===== config.mk =====
export PLATFORM = sky130hd
export DESIGN_NAME = pwm_deadtime_fault_update_ctrl
export DESIGN_NICKNAME = d
export VERILOG_FILES = /design/src/pwm_ctrl_pkg.sv /design/src/pwm_deadtime_fault_update_ctrl.sv
export SDC_FILE = /design/constraint.sdc
export NUM_CORES = 1
export LEC_CHECK = 0
export BUFFER_PORTS_ARGS = -buffer_cell sky130_fd_sc_hd__buf_2
export CELL_PAD_IN_SITES_DETAIL_PLACEMENT = 0
export CELL_PAD_IN_SITES_GLOBAL_PLACEMENT = 1
export CORE_MARGIN = 1
export CORE_UTILIZATION = 30
export DETAILED_ROUTE_END_ITERATION = 7
export PLACE_DENSITY = 0.64
export SYNTH_ARGS = -nofsm -noshare
export SYNTH_HDL_FRONTEND = slang
export SYNTH_SLANG_ARGS = --single-unit

===== constraint.sdc =====
create_clock -name clk -period 7.7 [get_ports clk]
set_input_delay 1.925 -clock clk [delete_from_list [all_inputs] [get_ports clk]]
set_output_delay 1.925 -clock clk [all_outputs]
set_load 0.01 [all_outputs]

===== src/pwm_ctrl_pkg.sv =====
// package: register map, field layout, reset values and carrier types of the pwm control block
package pwm_ctrl_pkg;

	// =========================================================
	// register indices on the plain register port
	localparam logic [3:0]  IDX_UPDATE_CTRL  = 4'h0;
	localparam logic [3:0]  IDX_DT_SETUP     = 4'h1;
	localparam logic [3:0]  IDX_DT_EDGE_SEL  = 4'h2;
	localparam logic [3:0]  IDX_FAULT_A_CTRL = 4'h3;
	localparam logic [3:0]  IDX_UNLOCK_KEY   = 4'h4;
	localparam logic [3:0]  IDX_STATUS       = 4'h5;

	// =========================================================
	// implemented-bit masks and reset values
	localparam logic [15:0] UPDATE_CTRL_MASK  = 16'h0F07;
	localparam logic [15:0] DT_SETUP_MASK     = 16'hFFFF;
	localparam logic [15:0] DT_EDGE_SEL_MASK  = 16'h003F;
	localparam logic [15:0] FAULT_A_CTRL_MASK = 16'h3F87;
	localparam logic [15:0] UPDATE_CTRL_RST   = 16'h0000;
	localparam logic [15:0] DT_SETUP_RST      = 16'h0000;
	localparam logic [15:0] DT_EDGE_SEL_RST   = 16'h0000;
	localparam logic [15:0] FAULT_A_CTRL_RST  = 16'h0007;

	// =========================================================
	// field positions
	localparam int POS_POSTSCALE  = 8;
	localparam int POS_IMM_UPDATE = 2;
	localparam int POS_OVR_SYNC   = 1;
	localparam int POS_UPD_FREEZE = 0;
	localparam int POS_UNIT_B_PS  = 14;
	localparam int POS_UNIT_B_CNT = 8;
	localparam int POS_UNIT_A_PS  = 6;
	localparam int POS_UNIT_A_CNT = 0;
	localparam int POS_FAULT_OV   = 8;
	localparam int POS_FAULT_MD   = 7;
	localparam int POS_FAULT_EN   = 0;

	// =========================================================
	// carrier types
	typedef logic [2:0][15:0] duty_set_t;

	typedef struct packed
	{
		logic [5:0] release_to_gen;
		logic [5:0] manual_level;
	} override_s;

	typedef struct packed
	{
		logic [3:0]  addr;
		logic [15:0] wdata;
		logic        wr;
		logic        rd;
	} reg_req_s;

endpackage


===== src/pwm_deadtime_fault_update_ctrl.sv =====
// module: update control, trigger postscaler, dead-time insertion and fault a handling of a 3-pair pwm
// =========================================================
// What this block does
// - special event trigger output divided by postscale code plus one, 1:1 to 1:16.
// - immediate-update bit set applies duty writes at once, else at time base sync.
// - override-sync bit set applies overrides at time base sync, else next cycle.
// - update-disable bit set freezes transfer of buffered duty and period values.
// - dead-time unit b prescale bits 15-14 select 1, 2, 4 or 8 cycles per count.
// - dead-time unit a prescale bits 7-6 select 1, 2, 4 or 8 cycles per count.
// - unit b count in bits 13-8, unit a count in bits 5-0, unsigned 6 bits.
// - per generator, active-edge select bit picks unit b when 1, unit a when 0.
// - per generator, inactive-edge select bit picks unit b when 1, unit a when 0.
// - on fault a each of six pins goes to its own programmed override level.
// - fault a mode bit 1 selects cycle-by-cycle handling.
// - fault a mode bit 0 latches controlled pins into their override levels.
// - each pair obeys fault a only while its enable is 1; enables reset to 1.
// - fault a control register is write-protected behind the unlock sequence.
// - no internal comparator path into the fault logic; only the fault pin.
// - unimplemented register bits read zero and ignore writes.
// - with write lock option set, protected writes need the unlock key first.
`timescale 1ns/1ps

module pwm_deadtime_fault_update_ctrl
#(
	parameter logic [15:0] UNLOCK_KEY_FIRST  = 16'hA5C3,	// arbitrary value
	parameter logic [15:0] UNLOCK_KEY_SECOND = 16'h3C5A		// arbitrary value
)
(
	// clock and reset
	input  wire logic                    clk,
	input  wire logic                    reset_n,
	// register port
	input  wire pwm_ctrl_pkg::reg_req_s  reg_req,
	output      logic [15:0]             reg_rdata,
	// configuration option
	input  wire logic                    write_lock_option,
	// time base events and buffered values
	input  wire logic                    period_event,
	input  wire logic                    special_event,
	input  wire pwm_ctrl_pkg::duty_set_t duty_buf,
	input  wire logic [14:0]             period_buf,
	input  wire pwm_ctrl_pkg::override_s override_req,
	// values handed to the generators
	output      pwm_ctrl_pkg::duty_set_t duty_active,
	output      logic [14:0]             period_active,
	output      logic                    trigger_out,
	// generators and pins
	input  wire logic [2:0]              gen_raw,
	input  wire logic                    fault_a_input_pin,
	output      logic [5:0]              pwm_pins
);
	import pwm_ctrl_pkg::*;

	// =========================================================
	// state
	typedef struct packed
	{
		logic [15:0]     pwm_update_control;
		logic [15:0]     dead_time_units_setup;
		logic [15:0]     dead_time_edge_select;
		logic [15:0]     fault_a_control;
		logic            key_stage;
		logic            unlocked;
		duty_set_t       duty;
		logic [14:0]     period;
		override_s       ovr;
		logic [3:0]      sev_cnt;
		logic            trig;
		logic [2:0]      fsync;
		logic            fault;
		logic            latched;
		logic            cbc;
		logic [2:0]      gen_q;
		logic [2:0][8:0] dt_cnt;
		logic [2:0]      dead_h;
		logic [2:0]      dead_l;
		logic [5:0]      pins;
		logic [15:0]     rdata;
	} state_s;

	state_s s;
	state_s next_s;

	// =========================================================
	// helpers
	// dead time in clock cycles: count shifted by the prescale code
	function automatic logic [8:0] dt_cycles(input logic [5:0] cnt, input logic [1:0] ps);
		dt_cycles = 9'({3'h0, cnt} << ps);
	endfunction

	function automatic logic hit(input reg_req_s r, input logic [3:0] idx);
		hit = r.wr && (r.addr == idx);
	endfunction

	logic       immediate_duty_update;
	logic       override_sync_sel;
	logic       buffer_update_disable;
	logic [3:0] postscale;
	logic [8:0] unit_a;
	logic [8:0] unit_b;
	logic [5:0] fault_ov;
	logic       fault_mode;
	logic [2:0] fault_en;
	logic [2:0] fault_on;
	logic       fault_wr_ok;

	always_comb
	begin
		immediate_duty_update = s.pwm_update_control[POS_IMM_UPDATE];
		override_sync_sel     = s.pwm_update_control[POS_OVR_SYNC];
		buffer_update_disable = s.pwm_update_control[POS_UPD_FREEZE];
		postscale  = s.pwm_update_control[POS_POSTSCALE +: 4];
		unit_b     = dt_cycles(s.dead_time_units_setup[POS_UNIT_B_CNT +: 6],
			s.dead_time_units_setup[POS_UNIT_B_PS +: 2]);
		unit_a     = dt_cycles(s.dead_time_units_setup[POS_UNIT_A_CNT +: 6],
			s.dead_time_units_setup[POS_UNIT_A_PS +: 2]);
		fault_ov   = s.fault_a_control[POS_FAULT_OV +: 6];
		fault_mode = s.fault_a_control[POS_FAULT_MD];
		fault_en   = s.fault_a_control[POS_FAULT_EN +: 3];
		// only the fault pin feeds this logic, no comparator path exists
		fault_on   = fault_en & {3{s.latched | s.cbc}};
		// key is spent by the protected write that it opens
		fault_wr_ok = !write_lock_option || s.unlocked;
	end

	// =========================================================
	// next state
	always_comb
	begin
		logic [8:0] load;
		logic       g;
		load   = 9'h000;
		g      = 1'b0;
		next_s = s;

		// register writes, unimplemented bits masked
		if (hit(reg_req, IDX_UPDATE_CTRL))
		begin
			next_s.pwm_update_control = reg_req.wdata & UPDATE_CTRL_MASK;
		end
		if (hit(reg_req, IDX_DT_SETUP))
		begin
			next_s.dead_time_units_setup = reg_req.wdata & DT_SETUP_MASK;
		end
		if (hit(reg_req, IDX_DT_EDGE_SEL))
		begin
			next_s.dead_time_edge_select = reg_req.wdata & DT_EDGE_SEL_MASK;
		end
		if (hit(reg_req, IDX_FAULT_A_CTRL))
		begin
			if (fault_wr_ok)
			begin
				next_s.fault_a_control = reg_req.wdata & FAULT_A_CTRL_MASK;
			end
			next_s.unlocked = 1'b0;
		end
		if (hit(reg_req, IDX_UNLOCK_KEY))
		begin
			next_s.key_stage = (reg_req.wdata == UNLOCK_KEY_FIRST);
			if (s.key_stage && reg_req.wdata == UNLOCK_KEY_SECOND)
			begin
				next_s.unlocked = 1'b1;
			end
		end

		// read data stands only in the cycle after the strobe
		next_s.rdata = 16'h0000;
		if (reg_req.rd)
		begin
			unique case (reg_req.addr)
				IDX_UPDATE_CTRL:  next_s.rdata = s.pwm_update_control;
				IDX_DT_SETUP:     next_s.rdata = s.dead_time_units_setup;
				IDX_DT_EDGE_SEL:  next_s.rdata = s.dead_time_edge_select;
				IDX_FAULT_A_CTRL: next_s.rdata = s.fault_a_control;
				IDX_STATUS:       next_s.rdata = {10'h000, s.unlocked, s.key_stage,
					s.cbc, s.latched, s.fault, s.trig};
				default:          next_s.rdata = 16'h0000;
			endcase
		end

		// buffered value transfer
		if (!buffer_update_disable)
		begin
			if (immediate_duty_update || period_event)
			begin
				next_s.duty = duty_buf;
			end
			if (period_event)
			begin
				next_s.period = period_buf;
			end
		end

		// output override transfer
		if (!override_sync_sel || period_event)
		begin
			next_s.ovr = override_req;
		end

		// special event postscaler
		next_s.trig = 1'b0;
		if (special_event)
		begin
			if (s.sev_cnt >= postscale)
			begin
				next_s.sev_cnt = 4'h0;
				next_s.trig    = 1'b1;
			end
			else
			begin
				next_s.sev_cnt = s.sev_cnt + 4'h1;
			end
		end

		// fault pin filter: a level counts once stages two and three agree
		next_s.fsync = {s.fsync[1:0], fault_a_input_pin};
		if (s.fsync[1] == s.fsync[2])
		begin
			next_s.fault = s.fsync[2];
		end
		// latch releases only by a write while the pin is quiet; a fault wins over it
		if (hit(reg_req, IDX_FAULT_A_CTRL) && fault_wr_ok && !s.fault)
		begin
			next_s.latched = 1'b0;
		end
		if (s.fault && !fault_mode)
		begin
			next_s.latched = 1'b1;
		end
		// cycle-by-cycle override drops at the first period boundary without fault
		next_s.cbc = (s.fault && fault_mode) || (s.cbc && !period_event);

		// dead-time insertion, one counter per generator
		next_s.gen_q = gen_raw;
		for (int p = 0; p < 3; p++)
		begin
			g = gen_raw[p];
			if (g != s.gen_q[p])
			begin
				if (g)
				begin
					load = s.dead_time_edge_select[2 * p + 1] ? unit_b : unit_a;
				end
				else
				begin
					load = s.dead_time_edge_select[2 * p] ? unit_b : unit_a;
				end
				next_s.dead_h[p] = 1'b0;
				next_s.dead_l[p] = 1'b0;
				next_s.dt_cnt[p] = 9'h000;
				if (load == 9'h000)
				begin
					next_s.dead_h[p] = g;
					next_s.dead_l[p] = !g;
				end
				else
				begin
					next_s.dt_cnt[p] = load - 9'h001;
				end
			end
			else if (s.dt_cnt[p] != 9'h000)
			begin
				next_s.dt_cnt[p] = s.dt_cnt[p] - 9'h001;
			end
			else
			begin
				next_s.dead_h[p] = g;
				next_s.dead_l[p] = !g;
			end
		end

		// pin selection: fault over manual override over generator
		for (int p = 0; p < 3; p++)
		begin
			next_s.pins[2 * p + 1] = s.ovr.release_to_gen[2 * p + 1] ? s.dead_h[p]
				: s.ovr.manual_level[2 * p + 1];
			next_s.pins[2 * p] = s.ovr.release_to_gen[2 * p] ? s.dead_l[p]
				: s.ovr.manual_level[2 * p];
			if (fault_on[p])
			begin
				next_s.pins[2 * p + 1] = fault_ov[2 * p + 1];
				next_s.pins[2 * p]     = fault_ov[2 * p];
			end
		end
	end

	// =========================================================
	// registers
	always_ff @(posedge clk)
	begin
		if (!reset_n)
		begin
			s                       <= '0;
			s.pwm_update_control    <= UPDATE_CTRL_RST;
			s.dead_time_units_setup <= DT_SETUP_RST;
			s.dead_time_edge_select <= DT_EDGE_SEL_RST;
			s.fault_a_control       <= FAULT_A_CTRL_RST;
		end
		else
		begin
			s <= next_s;
		end
	end

	assign reg_rdata     = s.rdata;
	assign duty_active   = s.duty;
	assign period_active = s.period;
	assign trigger_out   = s.trig;
	assign pwm_pins      = s.pins;

	// =========================================================
	// checks
	a_trig_first_event: assert property (@(posedge clk) disable iff (!reset_n)
		special_event && (s.sev_cnt >= postscale) |=> trigger_out)
		else $error("postscaler missed its event");

	a_trig_counting: assert property (@(posedge clk) disable iff (!reset_n)
		special_event && (s.sev_cnt < postscale) |=> !trigger_out)
		else $error("postscaler fired early");

	a_duty_immediate: assert property (@(posedge clk) disable iff (!reset_n)
		immediate_duty_update && !buffer_update_disable |=> duty_active == $past(duty_buf))
		else $error("immediate duty update not applied");

	a_duty_sync_hold: assert property (@(posedge clk) disable iff (!reset_n)
		!immediate_duty_update && !period_event && !reg_req.wr |=> $stable(duty_active))
		else $error("duty changed off the time base");

	a_update_frozen: assert property (@(posedge clk) disable iff (!reset_n)
		buffer_update_disable && !reg_req.wr |=> $stable(duty_active) && $stable(period_active))
		else $error("buffer transfer while disabled");

	a_override_sync: assert property (@(posedge clk) disable iff (!reset_n)
		!override_sync_sel |=> s.ovr == $past(override_req))
		else $error("override not applied next cycle");

	a_override_wait: assert property (@(posedge clk) disable iff (!reset_n)
		override_sync_sel && !period_event && !reg_req.wr |=> $stable(s.ovr))
		else $error("override applied off the time base");

	a_fault_pins: assert property (@(posedge clk) disable iff (!reset_n)
		fault_on[0] |=> pwm_pins[1:0] == $past(fault_ov[1:0]))
		else $error("fault override level wrong");

	a_fault_latch_hold: assert property (@(posedge clk) disable iff (!reset_n)
		s.latched && !hit(reg_req, IDX_FAULT_A_CTRL) |=> s.latched)
		else $error("latched fault released without a write");

	a_fault_cbc_release: assert property (@(posedge clk) disable iff (!reset_n)
		s.cbc && !s.fault && period_event && !s.latched |=> !s.cbc)
		else $error("cycle-by-cycle override not released");

	a_fault_cbc_set: assert property (@(posedge clk) disable iff (!reset_n)
		s.fault && fault_mode |=> s.cbc)
		else $error("cycle-by-cycle override not taken");

	a_fault_cbc_hold: assert property (@(posedge clk) disable iff (!reset_n)
		s.cbc && !period_event |=> s.cbc)
		else $error("cycle-by-cycle override dropped early");

	a_pair_ignored: assert property (@(posedge clk) disable iff (!reset_n)
		!fault_en[1] && s.ovr.release_to_gen[3:2] == 2'b00
		|=> pwm_pins[3:2] == $past(s.ovr.manual_level[3:2]))
		else $error("disabled pair followed the fault");

	a_lock_blocks: assert property (@(posedge clk) disable iff (!reset_n)
		hit(reg_req, IDX_FAULT_A_CTRL) && write_lock_option && !s.unlocked
		|=> $stable(s.fault_a_control))
		else $error("locked fault register was written");

	a_dead_gap: assert property (@(posedge clk) disable iff (!reset_n)
		gen_raw[0] && !s.gen_q[0] && !s.dead_time_edge_select[1] && unit_a == 9'h003
		|=> !s.dead_h[0] ##1 !s.dead_h[0] ##1 !s.dead_h[0] ##1 s.dead_h[0])
		else $error("active edge dead time wrong");
endmodule


======== Word level (Yosys, flattened, before mapping) ========
Cells that the tools add are included.
cells by class
  multiplexer cells ....................... 56
  add/subtract/negate cells ............... 7
  eq/ne operators ......................... 14
  reductions and logical operators ........ 39
  shift-type cells ........................ 2
  bitwise operators ....................... 3
  $lt $le $gt $ge ......................... 1
operators by type and width
  cell                                               count
  2-to-1 mux 9 bit                                   21
  one-hot mux 16 bit (5 select lines)                1
  subtractor 9 x 1 -> 9 bit (second input constant)  6
  2-to-1 mux 1 bit                                   30
  logical NOT 9 bit                                  3
  nonzero test 9 bit                                 3
  left shift 6 x 2 -> 9 bit                          2
  == test 16 x 14 -> 1 bit (second input constant)   1
  == test 16 bit (second input constant)             1
  logical AND 1 bit                                  11
  AND reduction 2 bit                                5
  == test 4 x 2 -> 1 bit (second input constant)     2
  == test 4 x 3 -> 1 bit (second input constant)     2
  logical NOT 1 bit                                  8
  nonzero test 2 bit                                 4
  2-to-1 mux 2 bit                                   3
  inequality test 2 bit (second input constant)      3
  adder 4 x 1 -> 4 bit (second input constant)       1
  == test 4 x 1 -> 1 bit (second input constant)     1
  >= comparator 4 bit                                1
  logical NOT 4 bit                                  1
  logical OR 1 bit                                   4
  2-to-1 mux 4 bit                                   1
  AND 3 bit                                          1
  4 further kinds                                    6
storage, ports and cells
  bits in registers ....................... 185
  output and inout port bits .............. 86

======== Depth between registers and ports, before layout ========
  word-level depth ........................ 7
  depth in mapped cells ................... 11

======== Least setup slack after synthesis ========
Ideal clock, no wire load.
  path kind ............................... input -> register
  start point ............................. in gen_raw[2]
  end point ............................... reg s[27] (netlist bit)
  stages .................................. 9
  buffers on the path ..................... 1
  path slack .............................. 3702 ps
  arrival time ............................ 3928 ps
  cell sequence ........................... mux2i_1 > clkbuf_1 > nor3_1 > a21oi_1 > ha_1 > and3b_1 > a41oi_4 > or3b_1 > a21boi_1
on the way
  longest elaborated chain between the ends .. 5
RTL lines
  element                 RTL line                               RTL
  start: declaration      pwm_deadtime_fault_update_ctrl.sv:48   input wire logic [2:0] gen_raw,
  2-to-1 mux 9 bit        pwm_deadtime_fault_update_ctrl.sv:240  if (g)
  2-to-1 mux 9 bit        pwm_deadtime_fault_update_ctrl.sv:238  if (g != s.gen_q[p])
  logical NOT 9 bit       pwm_deadtime_fault_update_ctrl.sv:251  if (load == 9'h000)
  2-to-1 mux 1 bit        pwm_deadtime_fault_update_ctrl.sv:251
  2-to-1 mux 1 bit        pwm_deadtime_fault_update_ctrl.sv:238
  end signal: assignment  pwm_deadtime_fault_update_ctrl.sv:301  s <= next_s;
  end: declaration        pwm_deadtime_fault_update_ctrl.sv:81   state_s s;
Parallel ways exist; a longest one is shown, timed or not. The select of a mux whose other input is x is not followed.
A chain may end at the register's enable or synchronous reset.

======== Worst setup path in the final report ========
Same ends and word-level chain as after synthesis.

==> summary by stage <==
Run status
The run finished with clean final reports.

Timing
In the finished design, the share of the clock period the worst path needs comes to 0.5376. The highest clock frequency the design can meet is 241.6 MHz. The number of endpoints with negative hold slack in the final report is 0.

Setup violations remaining at the end of the flow were counted as 0. The summed negative setup slack over all endpoints is 0 ns. Headroom to the max-slew limit came out at 0.2295. The number of max-slew violations in the final report is 0. At the pin with the least slew margin, the transition time is 1.124 ns. Setup repair after global routing left no endpoint under its margin. Across the routed clock network, the largest skew measured is 0.01640 ns.

Subtracting the final worst setup slack from the clock period gives 4.139 ns.

Global route
The pin count of the biggest net entering global routing is between 80 and 90. In the global route stage, overall resource usage came out at 0.1687. Global routing finished with a remaining overflow of 0.

The initial antenna violation count came to 3. The number of global-route vias before repair came to 7812. The first global-routing pass estimated 44.39 mm of wire.

Setup path
The nature of the critical path endpoint is a flip-flop. The worst register-to-register path begins at s[184]. Walking the worst path, the cells encountered are buf_2, mux2i_1, nor3_1, a21oi_1, ha_1, and3b_1, a41oi_4, or3b_1, a21boi_1.

The data arrival time of the critical path is 4.50 ns. Broken down by cell family, the worst path's largest delay share belongs to multiplexers. The worst setup path category is in2reg. The maximum fanout count along the critical path is 16. The total buffers and inverters traversed by the critical path is 1. The endpoint of the lowest-slack register-to-register path is s[40]. The logic depth of the worst register-to-register path is 8. The kind of launch point of the worst setup path is an input pin.

The minimum setup slack among reg-to-reg paths is 4.74 ns. The required time at the worst-slack endpoint is 8.06 ns. For this run, the slowest stage of the critical path takes between 0.9 and 1 ns.

The standard cell with the maximum stage delay on the critical path is sky130_fd_sc_hd__mux2i_1.

Clocking
Hold repair after CTS inserted 0 buffers. The cell sitting at the root of the clock tree is a sky130_fd_sc_hd__clkbuf_16. The clock-pin slew reported for the worst setup and hold paths after clock tree synthesis is 0.07 ns. After clock tree synthesis, the setup repair step added 0 buffers. CTS built an H-tree with a depth of 4. Clock latency on the worst-skew pair, taken at its later pin, is 0.44 ns.

The number of gates given a new drive strength after cts is 0. The number of CTS-inserted buffers is 17. CTS saw roughly 190 sinks. The clock passes through at most 2 buffers.

The clock tree from TritonCTS is built.

Route
For this block, the initial DRC count from the detailed router was 459. The wire length per cell after detailed routing is roughly 17 um. The number of search-and-repair iterations in the first detailed-routing pass is 5. In this run the remaining antenna-violating nets after routing total 0. The detailed router placed 8173 vias in this run.

For this run, design rule violations remaining after detail routing come to 0. In the routed layout, each cell is associated on average with a via count of about 4.8. Wires add up to roughly 28 mm.

Worst hold path
The endpoint with the worst hold slack is next_s[63]. Along the worst hold path, the cell count comes to 1. The worst hold path begins at next_s[62]. The path class of the tightest hold or removal check is reg2reg.

Floorplanning
After floorplanning, the core was divided into between 60 and 70 placement rows. For this design the top-level I/O count stands at 192. After floorplanning, the core was sized to cover 32450 um2. The die covers 33690 um2. The die is 183.6 um wide. Measured along the y axis, the die boundary spans 183.6 um. The starting density of the core is 0.3047.

Synth
The area of the mapped netlist is approximately 10000 um2. The Yosys step of the flow raised 0 warnings. Of the total synthesized cell area, the portion taken by AND, OR, NAND and NOR gates is 0.2145. A synthesized cell averages 8.295 um2.

The xor-xnor portion of the synthesized cell area is 0.03366. The mux share of post-synthesis cell area is 0.06352. The dominant combinational cell family by area after synthesis is simple AND/OR/NAND/NOR gates. The share of the Yosys chip area taken by registers is 0.3745. The post-synthesis sequential element count is 185. The fraction of registers with async set or reset after synthesis is 0. Among all flip-flop cells after synthesis, the most frequent one is sky130_fd_sc_hd__dfxtp_1. Of the total synthesized cell area, the portion taken by full adders, half adders and majority gates is 0.01392. The share of the synthesized area in compound gates (AO/OA/AOI/OAI) is 0.1984.

After synthesis, the netlist uses 74 different library cells. The number of cells produced by synthesis is 1192. The synthesized design contains 0 enable-type register cells. Synthesis produced a netlist with a net count of 1309.

Power and ir drop
Power spread over the standard cell area amounts to 240.3 nW/um2. The peak ir drop on the vdd network is approximately 0.16 mV. The static power due to leakage is 4.575 nW. The design draws roughly 2.7 mW.

Cells and area
Leaving out fill and tap cells, the most frequent cell in the layout is sky130_fd_sc_hd__nand2_1. For this run, the post-layout net count is 1369. In the layout the commonest cells are sky130_fd_sc_hd__nand2_1 (237), sky130_fd_sc_hd__buf_2 (190), sky130_fd_sc_hd__dfxtp_1 (185), sky130_fd_sc_hd__a21boi_0 (103), sky130_fd_sc_hd__nor2_1 (63).

Summing all multi-input logic gate instances after layout gives 5189 um2. Of the cells placed in the final design, the portion with a size suffix greater than 1 is 0.2071. The number of fill cells in the layout is 3440.

For this run, the share of the core covered by cells in the final layout is 0.3439. The layout-stage area growth over the synthesis result is 12.86%. In the final layout, flip-flops and latches occupy roughly 3700 um2.

Placed design
At the end of routability-driven placement, the weighted congestion stood at 0.8360. The half-perimeter wire length of the detailed placement result is 20.60 mm. Buffers placed on the I/O ports in this run total 191.

Job
The number of violations of the max-capacitance limit is 0.
[cell families after synthesis]
kind of cell / Yosys count
simple gates: 458
xor+xnor: 38
mux: 59
flops: 185
buf+inv: 172
compound gates: 269
fa+ha+maj: 11
[worst max path at each step]
stage	start	endpoint	slack, ns	depth (start not counted)
after floorplan	gen_raw[2]	s[27]	3.70	9
after global placement	gen_raw[2]	s[27]	3.14	9
after detailed placement	gen_raw[2]	s[24]	3.14	9
after CTS	gen_raw[2]	s[24]	3.59	9
after global routing	gen_raw[2]	s[27]	3.25	9
final	gen_raw[2]	s[27]	3.56	9
[layer usage]
layer | GRT usage | up-vias | part of all wire
met4 | 0.06000 | 0 | 0.018
li1 | - | 4113 | -
met1 | 0.2264 | 3832 | 0.48
met2 | 0.2682 | 203 | 0.46
met3 | 0.03209 | 25 | 0.050
met5 | 0 | - | 0
[metrics by stage]
step	worst slack [ns]	cell area [um2]	hold slack (ns)	cells
after floorplan	3.702	9888	0.4119	1192
after global placement	3.135	10510	0.4250	1675
after detailed placement	3.144	10510	0.4285	1675
after CTS	3.589	11150	0.4459	1707
after global routing	3.246	11160	0.4759	1709
final	3.561	11160	0.4405	1710
[synthesized netlist by cell type, drive strengths merged (4+ instances only)]
master  number  share of area
nand3b       5         0.0038
nand4        4         0.0025
a22oi       30          0.023
xor2        17          0.015
o211a        6         0.0061
a21o         4         0.0030
buf        101          0.075
and3b        5         0.0044
and2        16          0.010
nand3       26          0.014
nand2b      17          0.011
nor2        65          0.025
a21boi     110          0.084
nand2      237          0.090
and3         4         0.0025
inv         16         0.0061
a211oi       5         0.0038
dfxtp      185           0.37
mux2        14          0.017
a31oi        7         0.0057
or3          7         0.0044
ha          11          0.014
clkbuf      55          0.021
or2          5         0.0032
nor2b       31          0.020
xnor2       21          0.019
a211o        4         0.0035
o211ai       4         0.0030
mux2i       44          0.045
a21oi       44          0.023
o21ai       28          0.014
nor3        18         0.0091
[sequential cells by signal, summed over array words and instances, names as in the netlist]
name	count
duty_active	48
trigger_out	1
s	80
override_sync_sel	1
fault_mode	1
buffer_update_disable	1
fault_en	3
immediate_duty_update	1
reg_rdata	16
fault_ov	6
next_s	2
pwm_pins	6
period_active	15
postscale	4
[where the power goes]
group	switching (mW)	internal [mW]	total, mW
combinational	0.341	0.266	0.607
sequential	0.0682	1.05	1.11
clock	0.423	0.537	0.960
[cell type report]
cell class	count	area share
repair buffers	197	0.08992
flip-flops and latches	185	0.3319
inverters	16	0.005382
clock buffers	19	0.03969
clock inverters	13	0.01794
well taps	442	0.04956
diodes	3	0.0006727
multi-input cells	835	0.4650
Power figures use the tool's default switching activity.
